--- src/hw/ptm_params.svh ---
`ifndef PTM_PARAMS_SVH
`define PTM_PARAMS_SVH

// Register byte offsets
`define PTM_OFF_CTRL0      8'h00
`define PTM_OFF_CTRL1      8'h04
`define PTM_OFF_CNT_LO     8'h08
`define PTM_OFF_CNT_HI     8'h0C
`define PTM_OFF_DUTY_LO    8'h10
`define PTM_OFF_DUTY_HI    8'h14
`define PTM_OFF_PER_LO     8'h18
`define PTM_OFF_PER_HI     8'h1C
`define PTM_OFF_FLAGS      8'h20

// First control register fields
`define PTM_C0_PAUSE       7
`define PTM_C0_CKSEL_HI    6
`define PTM_C0_CKSEL_LO    4
`define PTM_C0_ON          3
`define PTM_C0_MASK        8'hF8

// Second control register fields
`define PTM_C1_MODE_HI     7
`define PTM_C1_MODE_LO     6
`define PTM_C1_IO_HI       5
`define PTM_C1_IO_LO       4
`define PTM_C1_OC          3
`define PTM_C1_POL         2
`define PTM_C1_RSVD        1
`define PTM_C1_CCLR        0

// Flag register fields
`define PTM_FL_DUTY        0
`define PTM_FL_PER         1

`define PTM_RST_BYTE       8'h00
`define PTM_PRE_W          6

`endif

--- src/hw/ptm_pkg.sv ---
package ptm_pkg;

	typedef enum logic [1:0] {
		PTM_MODE_CMP   = 2'b00,
		PTM_MODE_UNDEF = 2'b01,
		PTM_MODE_PULSE = 2'b10,
		PTM_MODE_TIMER = 2'b11
	} ptm_mode_t;

	typedef enum logic [2:0] {
		PTM_CK_SYS4   = 3'b000,
		PTM_CK_SYS    = 3'b001,
		PTM_CK_HI16   = 3'b010,
		PTM_CK_HI64   = 3'b011,
		PTM_CK_SUB0   = 3'b100,
		PTM_CK_SUB1   = 3'b101,
		PTM_CK_EXTR   = 3'b110,
		PTM_CK_EXTF   = 3'b111
	} ptm_cksel_t;

	typedef enum logic [1:0] {
		PTM_IO_00 = 2'b00,
		PTM_IO_01 = 2'b01,
		PTM_IO_10 = 2'b10,
		PTM_IO_11 = 2'b11
	} ptm_io_t;

endpackage

--- src/hw/ptm_timer.sv ---
`timescale 1ns/1ps
`include "ptm_params.svh"

module ptm_timer #(
	parameter int WIDTH = 10
) (
	input wire logic pclk,
	input wire logic presetn,
	input wire logic psel,
	input wire logic penable,
	input wire logic pwrite,
	input wire logic [7:0] paddr,
	input wire logic [31:0] pwdata,
	output logic [31:0] prdata,
	output logic pready,
	output logic pslverr,
	input wire logic sub_clock_tick,
	input wire logic external_clock_pin,
	output logic timer_output_pin,
	output logic timer_output_pin_oe,
	output logic duty_match_flag,
	output logic period_match_flag
);
	import ptm_pkg::*;

	if (WIDTH != 10 && WIDTH != 16) begin : g_width_check
		$error("ptm_timer: WIDTH must be 10 or 16");
	end

	function automatic logic addr_known(input logic [7:0] a);
		case (a)
			`PTM_OFF_CTRL0, `PTM_OFF_CTRL1, `PTM_OFF_CNT_LO, `PTM_OFF_CNT_HI,
			`PTM_OFF_DUTY_LO, `PTM_OFF_DUTY_HI, `PTM_OFF_PER_LO, `PTM_OFF_PER_HI,
			`PTM_OFF_FLAGS: addr_known = 1'b1;
			default: addr_known = 1'b0;
		endcase
	endfunction

	logic [7:0] ctrl0, next_ctrl0;
	logic [7:0] ctrl1, next_ctrl1;
	logic [WIDTH-1:0] cnt, next_cnt;
	logic [WIDTH-1:0] duty, next_duty;
	logic [WIDTH-1:0] period, next_period;
	logic [`PTM_PRE_W-1:0] pre, next_pre;
	logic on_q, next_on_q;
	logic ext_q, next_ext_q;
	logic out_lvl, next_out_lvl;
	logic next_pin, next_pin_oe;
	logic next_duty_flag, next_per_flag;
	logic [31:0] next_prdata;
	logic next_pready, next_pslverr;

	ptm_mode_t mode;
	ptm_cksel_t cksel;
	ptm_io_t io;
	logic pause, on, oc, pol, cclr;
	logic tick, ext_rise, ext_fall, ext_trig, on_rise, run;
	logic [WIDTH-1:0] cnt_inc;
	logic duty_hit, per_hit, oneshot, clr;
	logic access, we, hit;
	logic [15:0] cnt_w, duty_w, per_w;
	logic [7:0] rbyte;

	assign pause = ctrl0[`PTM_C0_PAUSE];
	assign on = ctrl0[`PTM_C0_ON];
	assign cksel = ptm_cksel_t'(ctrl0[`PTM_C0_CKSEL_HI:`PTM_C0_CKSEL_LO]);
	assign mode = ptm_mode_t'(ctrl1[`PTM_C1_MODE_HI:`PTM_C1_MODE_LO]);
	assign io = ptm_io_t'(ctrl1[`PTM_C1_IO_HI:`PTM_C1_IO_LO]);
	assign oc = ctrl1[`PTM_C1_OC];
	assign pol = ctrl1[`PTM_C1_POL];
	assign cclr = ctrl1[`PTM_C1_CCLR];
	assign cnt_w = 16'(cnt);
	assign duty_w = 16'(duty);
	assign per_w = 16'(period);

	// Counter clock and match detection
	always_comb begin
		next_pre = pre + {{(`PTM_PRE_W-1){1'b0}}, 1'b1};
		ext_rise = external_clock_pin & ~ext_q;
		ext_fall = ~external_clock_pin & ext_q;
		// The high clock is taken equal to the system clock here
		case (cksel)
			PTM_CK_SYS4: tick = &pre[1:0];
			PTM_CK_SYS: tick = 1'b1;
			PTM_CK_HI16: tick = &pre[3:0];
			PTM_CK_HI64: tick = &pre;
			PTM_CK_SUB0, PTM_CK_SUB1: tick = sub_clock_tick;
			PTM_CK_EXTR: tick = ext_rise;
			PTM_CK_EXTF: tick = ext_fall;
			default: tick = 1'b0;
		endcase
		ext_trig = (cksel == PTM_CK_EXTF) ? ext_fall : ext_rise;
		on_rise = on & ~on_q;
		// A rising on bit restarts instead of counting in the same cycle
		run = on & on_q & ~pause & tick;
		cnt_inc = cnt + {{(WIDTH-1){1'b0}}, 1'b1};
		oneshot = (mode == PTM_MODE_PULSE) && (io == PTM_IO_11);
		// Zero duty never matches, so when the duty match owns the clear the counter wraps past its maximum
		duty_hit = run && (duty != '0) && (cnt_inc == duty);
		per_hit = run && (period != '0) && (cnt_inc == period) && !oneshot;
		if (mode == PTM_MODE_PULSE) begin
			clr = per_hit;
		end else begin
			clr = cclr ? duty_hit : per_hit;
		end
	end

	// Period flag is not raised when the duty match owns the clear
	function automatic logic per_flag_set(input logic ph);
		per_flag_set = ph & ~(cclr & mode != PTM_MODE_PULSE);
	endfunction

	// Counter, flags and on bit
	always_comb begin
		next_on_q = on;
		next_ext_q = external_clock_pin;
		if (on_rise) begin
			next_cnt = '0;
		end else if (run) begin
			next_cnt = clr ? '0 : cnt_inc;
		end else begin
			next_cnt = cnt;
		end
		// Hardware set wins over a write-one-to-clear in the same cycle
		next_duty_flag = duty_hit | duty_match_flag;
		next_per_flag = per_flag_set(per_hit) | period_match_flag;
		if (we && paddr == `PTM_OFF_FLAGS) begin
			if (pwdata[`PTM_FL_DUTY] && !duty_hit) begin
				next_duty_flag = 1'b0;
			end
			if (pwdata[`PTM_FL_PER] && !per_flag_set(per_hit)) begin
				next_per_flag = 1'b0;
			end
		end
	end

	// Register writes
	always_comb begin
		next_ctrl0 = ctrl0;
		next_ctrl1 = ctrl1;
		next_duty = duty;
		next_period = period;
		if (we) begin
			case (paddr)
				`PTM_OFF_CTRL0: next_ctrl0 = pwdata[7:0] & `PTM_C0_MASK;
				`PTM_OFF_CTRL1: next_ctrl1 = pwdata[7:0];
				`PTM_OFF_DUTY_LO: next_duty[7:0] = pwdata[7:0];
				`PTM_OFF_DUTY_HI: next_duty[WIDTH-1:8] = pwdata[WIDTH-9:0];
				`PTM_OFF_PER_LO: next_period[7:0] = pwdata[7:0];
				`PTM_OFF_PER_HI: next_period[WIDTH-1:8] = pwdata[WIDTH-9:0];
				default: next_ctrl0 = ctrl0;
			endcase
		end
		// One-shot: match ends the pulse, pin edge starts it, edge wins
		if (oneshot && duty_hit) begin
			next_ctrl0[`PTM_C0_ON] = 1'b0;
		end
		if (oneshot && ext_trig) begin
			next_ctrl0[`PTM_C0_ON] = 1'b1;
		end
	end

	// Output waveform
	always_comb begin
		next_out_lvl = out_lvl;
		if (mode == PTM_MODE_TIMER || mode == PTM_MODE_UNDEF) begin
			next_out_lvl = out_lvl;
		end else if (on_rise) begin
			next_out_lvl = oc;
		end else if (mode == PTM_MODE_CMP) begin
			if (duty_hit) begin
				// Requesting the present level simply rewrites it
				case (io)
					PTM_IO_01: next_out_lvl = 1'b0;
					PTM_IO_10: next_out_lvl = 1'b1;
					PTM_IO_11: next_out_lvl = ~out_lvl;
					default: next_out_lvl = out_lvl;
				endcase
			end
		end else begin
			case (io)
				PTM_IO_00: next_out_lvl = ~oc;
				PTM_IO_01: next_out_lvl = oc;
				PTM_IO_10: next_out_lvl = (on && cnt < duty) ? oc : ~oc;
				PTM_IO_11: next_out_lvl = on ? oc : ~oc;
				default: next_out_lvl = out_lvl;
			endcase
		end
		next_pin_oe = (mode != PTM_MODE_TIMER);
		next_pin = next_pin_oe & (out_lvl ^ pol);
	end

	// APB slave: one wait state, registered answer
	always_comb begin
		access = psel & penable & ~pready;
		hit = addr_known(paddr);
		we = psel & penable & pready & pwrite & hit;
		case (paddr)
			`PTM_OFF_CTRL0: rbyte = ctrl0;
			`PTM_OFF_CTRL1: rbyte = ctrl1;
			`PTM_OFF_CNT_LO: rbyte = cnt_w[7:0];
			`PTM_OFF_CNT_HI: rbyte = cnt_w[15:8];
			`PTM_OFF_DUTY_LO: rbyte = duty_w[7:0];
			`PTM_OFF_DUTY_HI: rbyte = duty_w[15:8];
			`PTM_OFF_PER_LO: rbyte = per_w[7:0];
			`PTM_OFF_PER_HI: rbyte = per_w[15:8];
			`PTM_OFF_FLAGS: rbyte = {6'h00, period_match_flag, duty_match_flag};
			default: rbyte = 8'h00;
		endcase
		next_pready = access;
		next_pslverr = access & ~hit;
		next_prdata = (access && !pwrite && hit) ? {24'h000000, rbyte} : 32'h00000000;
	end

	always_ff @(posedge pclk or negedge presetn) begin
		if (!presetn) begin
			ctrl0 <= `PTM_RST_BYTE;
			ctrl1 <= `PTM_RST_BYTE;
			cnt <= '0;
			duty <= '0;
			period <= '0;
			pre <= '0;
			on_q <= 1'b0;
			ext_q <= 1'b0;
			out_lvl <= 1'b0;
			timer_output_pin <= 1'b0;
			timer_output_pin_oe <= 1'b0;
			duty_match_flag <= 1'b0;
			period_match_flag <= 1'b0;
			prdata <= 32'h00000000;
			pready <= 1'b0;
			pslverr <= 1'b0;
		end else begin
			ctrl0 <= next_ctrl0;
			ctrl1 <= next_ctrl1;
			cnt <= next_cnt;
			duty <= next_duty;
			period <= next_period;
			pre <= next_pre;
			on_q <= next_on_q;
			ext_q <= next_ext_q;
			out_lvl <= next_out_lvl;
			timer_output_pin <= next_pin;
			timer_output_pin_oe <= next_pin_oe;
			duty_match_flag <= next_duty_flag;
			period_match_flag <= next_per_flag;
			prdata <= next_prdata;
			pready <= next_pready;
			pslverr <= next_pslverr;
		end
	end
endmodule

--- config.mk ---
export PLATFORM = sky130hd
export DESIGN_NAME = ptm_timer
export DESIGN_NICKNAME = d
export VERILOG_FILES = /design/src/hw/ptm_pkg.sv /design/src/hw/ptm_timer.sv
export VERILOG_INCLUDE_DIRS = /design/src /design/src/hw
export SDC_FILE = /design/constraint.sdc
export NUM_CORES = 1
export LEC_CHECK = 0
export ABC_CLOCK_PERIOD_IN_PS = 3950
export BUFFER_PORTS_ARGS = -buffer_cell sky130_fd_sc_hd__buf_2
export CORE_MARGIN = 2
export CORE_UTILIZATION = 50
export CTS_CLUSTER_SIZE = 8
export DETAILED_ROUTE_END_ITERATION = 8
export HOLD_SLACK_MARGIN = 0.08
export MAX_ROUTING_LAYER = met4
export PLACE_DENSITY = 0.74
export SKIP_CTS_REPAIR_TIMING = 1
export SYNTH_ARGS = -nofsm -noshare
export SYNTH_HDL_FRONTEND = slang
export SYNTH_SLANG_ARGS = --single-unit
--- constraint.sdc ---
create_clock -name pclk -period 3.95 [get_ports pclk]
set_input_delay 0.5925 -clock pclk [delete_from_list [all_inputs] [get_ports pclk]]
set_output_delay 0.5925 -clock pclk [all_outputs]
set_load 0.01 [all_outputs]
* Word level (Yosys, flattened, before mapping) *
Index checks and enable logic that the tools add are counted.

word-level totals
  flip-flop bits (word level) = 66
  word-level logic and storage cells = 143
  bits of input ports = 47
  output and inout bits = 38

operators by class
  magnitude comparators = 1
  bitwise operators = 28
  reduce and logical (&&, ||, !) cells = 41
  multiplexer cells = 25
  equal/unequal tests = 27
  $add $sub $neg = 2

operator list
  cell                                                                   count
  8-bit case mux with 9 select lines                                     1
  8-bit by 5-bit equality test with 1-bit output, second input constant  4
  10-bit 2-to-1 mux                                                      3
  10-bit equality test                                                   2
  10-bit nonzero test                                                    2
  8-bit by 4-bit equality test with 1-bit output, second input constant  2
  2-bit AND reduction                                                    8
  1-bit bitwise AND                                                      15
  1-bit 2-to-1 mux                                                       15
  1-bit logical AND                                                      14
  3-bit equality test, second input constant                             4
  10-bit by 1-bit adder with 10-bit output, second input constant        1
  10-bit less-than comparator                                            1
  1-bit inverter                                                         10
  9-bit OR reduction                                                     1
  2-bit equality test, second input constant                             4
  8-bit by 3-bit equality test with 1-bit output, second input constant  1
  8-bit by 6-bit equality test with 1-bit output, second input constant  1
  8-bit zero test                                                        1
  4-bit 2-to-1 mux                                                       2
  8-bit 2-to-1 mux                                                       1
  1-bit case mux with 7 select lines                                     1
  6-bit by 1-bit adder with 6-bit output, second input constant          1
  3-bit by 2-bit equality test with 1-bit output, second input constant  2
  other kinds (19)                                                       27

* Depth between registers and ports, before layout *
  word-level depth = 12
  gate-level depth with buffers = 10
  gate-level depth less buffers = 9

* Least setup slack after synthesis *
No wires, ideal clock.

  path type = register to register
  start = register cnt[0]
  end = register cnt[8]
  data arrival time = 2.308 ns
  data required time = 3.810 ns
  path slack = 1.501 ns
  clock period less this slack = 2.449 ns
  stages on the path, launching flop included = 10
  buffers on the path = 1
  setup time = 0.140 ns
  cell sequence = dfrtp_1 > ha_1 > xnor2_1 > o2111ai_1 > a2111o_1 > a2111oi_4 > a31oi_4 > buf_6 > nand3b_1 > a31oi_1

on the way
  cells in the longest elaborated chain, start to end = 9
  elaborated cells between the ends (all ways) = 11
  classes of those cells = add/sub (1); eq/ne (2); mux (5); reduce/logical (3)

RTL lines
  element                                       RTL line          RTL
  start: declaration                            ptm_timer.sv:41   logic [WIDTH-1:0] cnt, next_cnt;
  start signal: assignment                      ptm_timer.sv:236  cnt <= next_cnt;
  10-bit by 1-bit adder with 10-bit output (*)  ptm_timer.sv:96   cnt_inc = cnt + {{(WIDTH-1){1'b0}}, 1'b1};
  10-bit equality test                          ptm_timer.sv:100  per_hit = run && (period != '0) && (cnt_inc == period) && !oneshot;
  1-bit logical AND (2 in a row)                ptm_timer.sv:100
  1-bit 2-to-1 mux                              ptm_timer.sv:104  clr = cclr ? duty_hit : per_hit;
  1-bit 2-to-1 mux                              ptm_timer.sv:101  if (mode == PTM_MODE_PULSE) begin
  10-bit 2-to-1 mux (*)                         ptm_timer.sv:120  next_cnt = clr ? '0 : cnt_inc;
  10-bit 2-to-1 mux (*)                         ptm_timer.sv:119  end else if (run) begin
  10-bit 2-to-1 mux (*)                         ptm_timer.sv:117  if (on_rise) begin

Mark *: on every way between the ends. The rest lies on a longest branch, timed or not. The select of a mux whose other input is x is not followed.
A chain may end at the register's enable or synchronous reset.

* Worst setup path after layout *
Same ends and word-level chain as after synthesis.

==> insert_results.sql <==
INSERT INTO impl_metrics (metric_group, metric, value, unit) VALUES
('final_layout', 'area_growth_from_synthesis_to_layout', '7.98', '%'),
('worst_hold_path', 'worst_hold_path_type', 'in -> reg', ''),
('power_and_ir_drop', 'power.static_leakage', '0.00201', 'uW'),
('yosys', 'synthCells', '428', ''),
('yosys', 'synth_area_per_cell', '9.67', 'um^2'),
('timing', 'layout_worst_path_cycle_share', '73.3', '%'),
('floorplanning', 'row_count', '33', ''),
('routing', 'drt_first_iter_violations', '272', ''),
('global_route', 'grt_first_pass_wirelength', '15800', 'um'),
('timing', 'fin_skew', '0.00968', 'ns'),
('floorplanning', 'initial_core_utilization', '50.9', '%'),
('yosys', 'synth.most_common_cell', 'dfrtp_1', ''),
('placed_design', 'placement.setup.worst_slack', '1.08', 'ns'),
('floorplanning', 'coreArea', '8130', 'um^2'),
('critical_path', 'worst-path-stages', '8', ''),
('clock_network', 'cts-root-buf', 'clkbuf_8', ''),
('yosys', 'synth_sequential_area_ratio', '39.9', '%'),
('global_route', 'grt_max_degree', '46', ''),
('timing', 'final_max_slew_viol_count', '0', ''),
('timing', 'worstMarginPinSlew', '1.04', 'ns'),
('timing', 'finalWorstPathRequiredPeriod', '2.90', 'ns'),
('timing', 'count_of_endpoints_failing_hold_in_the_final_timing_report', '0', ''),
('outcome', 'outcome', 'completed', ''),
('critical_path', 'worst_ep_arrival_time', '3.13', 'ns'),
('placed_design', 'gp_congestion', '0.921', ''),
('critical_path', 'critical_path.startpoint', 'cnt[0]', ''),
('yosys', 'postSynthRegisterBits', '66', ''),
('floorplanning', 'die_height', '95.0', 'um'),
('floorplanning', 'num_io_pins', '85', ''),
('floorplanning', 'die-width', '95.0', 'um'),
('yosys', 'synth.largest_area_cell', 'dfrtp_1', ''),
('power_and_ir_drop', 'combPwrFrac', '4.0', '%'),
('critical_path', 'setup.worst_path.start_class', 'register', ''),
('yosys', 'synth_ff_type', 'dfrtp_1', ''),
('clock_network', 'worst_skew_pair.late_latency', '0.36', 'ns'),
('final_layout', 'n_antenna_cell', '0', ''),
('final_layout', 'final.fill_count', '728', ''),
('critical_path', 'worst_r2r_path_depth', '8', ''),
('critical_path', 'timing.critical_path.buf_inv', '0', ''),
('yosys', 'synth-warning-count', '0', ''),
('timing', 'timing.fmax', '345', 'MHz'),
('clock_network', 'cts_inserted_buffers', '9', ''),
('timing', 'finalSetupTns', '0', 'ns'),
('yosys', 'synth_common_cells', 'dfrtp_1 (66), nand2_1 (33), buf_4 (25)', ''),
('global_route', 'grt.overflow.total', '0', ''),
('power_and_ir_drop', 'internal_power', '1040', 'uW'),
('routing', 'detailroute.via_count', '3411', ''),
('global_route', 'grt.total_usage', '24.2', '%'),
('clock_network', 'tritoncts_num_sinks', '66', ''),
('timing', 'hold_ws', '0.388', 'ns'),
('routing', 'average_detailed_routed_wire_length_per_instance', '17.6', 'um'),
('critical_path', 'cp.required', '4.18', 'ns'),
('final_layout', 'design.final.nets', '513', ''),
('power_and_ir_drop', 'power.share.switching', '22.9', '%'),
('routing', 'drt-pass1-iter-count', '6', ''),
('routing', 'wirelength', '9940', 'um'),
('timing', 'grt_setup_unrepaired', 'no', ''),
('placed_design', 'dp.final_hpwl', '7460', 'um'),
('power_and_ir_drop', 'vdd.ir_drop.worst', '0.000199', 'V'),
('routing', 'routed_via_density', '6.05', ''),
('critical_path', 'cp_slowest_stage_delay', '0.52', 'ns'),
('placed_design', 'buffer_ports.inserted', '36', ''),
('critical_path', 'worst_setup_path_endpoint', 'cnt[8]', ''),
('critical_path', 'critical_path_fanout_max', '16', ''),
('final_layout', 'drive_above_1_share', '19.0', '%'),
('final_layout', 'register_cell_area_after_layout', '1650', 'um^2'),
('clock_network', 'ctsLongestPathBuffers', '2', ''),
('global_route', 'via_count_of_the_first_global_routing_pass', '3095', ''),
('yosys', 'synthArstFlopShare', '100', '%'),
('critical_path', 'path_cells', 'ha_1 -> and3_1 -> nand3_2 -> xnor2_1 -> nor3b_1 -> nand3_1 -> a31oi_1 -> a31oi_1', ''),
('yosys', 'synth.top_cell.area_share', '39.9', '%');
[worst min path at each step]
stage	startpoint	end	slack [ns]	cells past startpoint
after floorplan	presetn	cnt[0]	0.30	0
after global placement	pre[0]	pre[0]	0.43	1
after detailed placement	pre[0]	pre[0]	0.45	1
after CTS	external_clock_pin	ext_q	0.38	1
after global routing	external_clock_pin	ext_q	0.38	1
final	external_clock_pin	ext_q	0.39	1
[cells in the final DEF (no fill, tap or decap), drive strengths merged, types with 7 or more instances in the layout]
| cell type | synthesis | layout |
|---|---|---|
| ha | 12 | 12 |
| o21ai | 25 | 25 |
| dfrtp | 66 | 66 |
| xor2 | 12 | 12 |
| a31oi | 21 | 21 |
| inv | 19 | 19 |
| buf | 35 | 37 |
| nand2 | 33 | 33 |
| nand3 | 16 | 16 |
| a21oi | 20 | 20 |
| conb | 1 | 24 |
| mux2 | 19 | 19 |
| nor2 | 20 | 20 |
| a22oi | 10 | 10 |
| xnor2 | 18 | 18 |
| and2 | 7 | 7 |
| clkbuf | 10 | 9 |
[stage by stage]
step	instance area, um^2	total power (uW)	utilization (%)
floorplan	4220	728	-
global placement	4250	745	52.3
detailed placement	4250	746	52.3
CTS	4470	1360	54.9
global route	4470	1400	54.9
finish	4470	1350	54.9
[registers in the layout (all words and copies together) (netlist names), 5 cells and up]
register	flops
ctrl1	8
cnt	10
pre	6
prdata	8
ctrl0	5
duty	10
period	10
[power groups by stage]
stage	registers [uW]	clock network [uW]	logic (uW)
4_1_cts	678	631	54.5
3_5_place_dp	692	0	54.3
5_1_grt	678	660	62.3
3_3_place_gp	691	0	53.3
6_report	679	623	53.5
2_1_floorplan	692	0	36.0
[routing by layer]
layer / wire length [um] / global-route usage [%] / share of wire, %
met3: 706 / 5.91 / 7.1
met1: 4450 / 31.8 / 45
met2: 4510 / 35.8 / 45
met5: 0 / - / 0
met4: 270 / 10.5 / 2.7
[final cells by class]
| cell class | count | share of cell area (%) |
|---|---|---|
| repair buffers | 37 | 4.20 |
| clock inverters | 7 | 2.10 |
| flip-flops and latches | 66 | 37.0 |
| clock buffers | 9 | 2.77 |
| inverters | 19 | 1.60 |
| well taps | 105 | 2.94 |
| multi-input cells | 321 | 49.4 |
[cell families (layout without fill, tap and decap cells)]
logic type      Yosys count  after routing  synth area share, %
mux                      22             22                 5.99
flops                    66             66                 39.9
buf+inv                  64             72                 8.80
simple gates            131            131                 17.7
fa+ha+maj                12             12                 3.63
xor+xnor                 31             31                 6.89
other cells               1             24               0.0906
compound gates          101            101                 17.0
(Power assumes the default switching activity.)
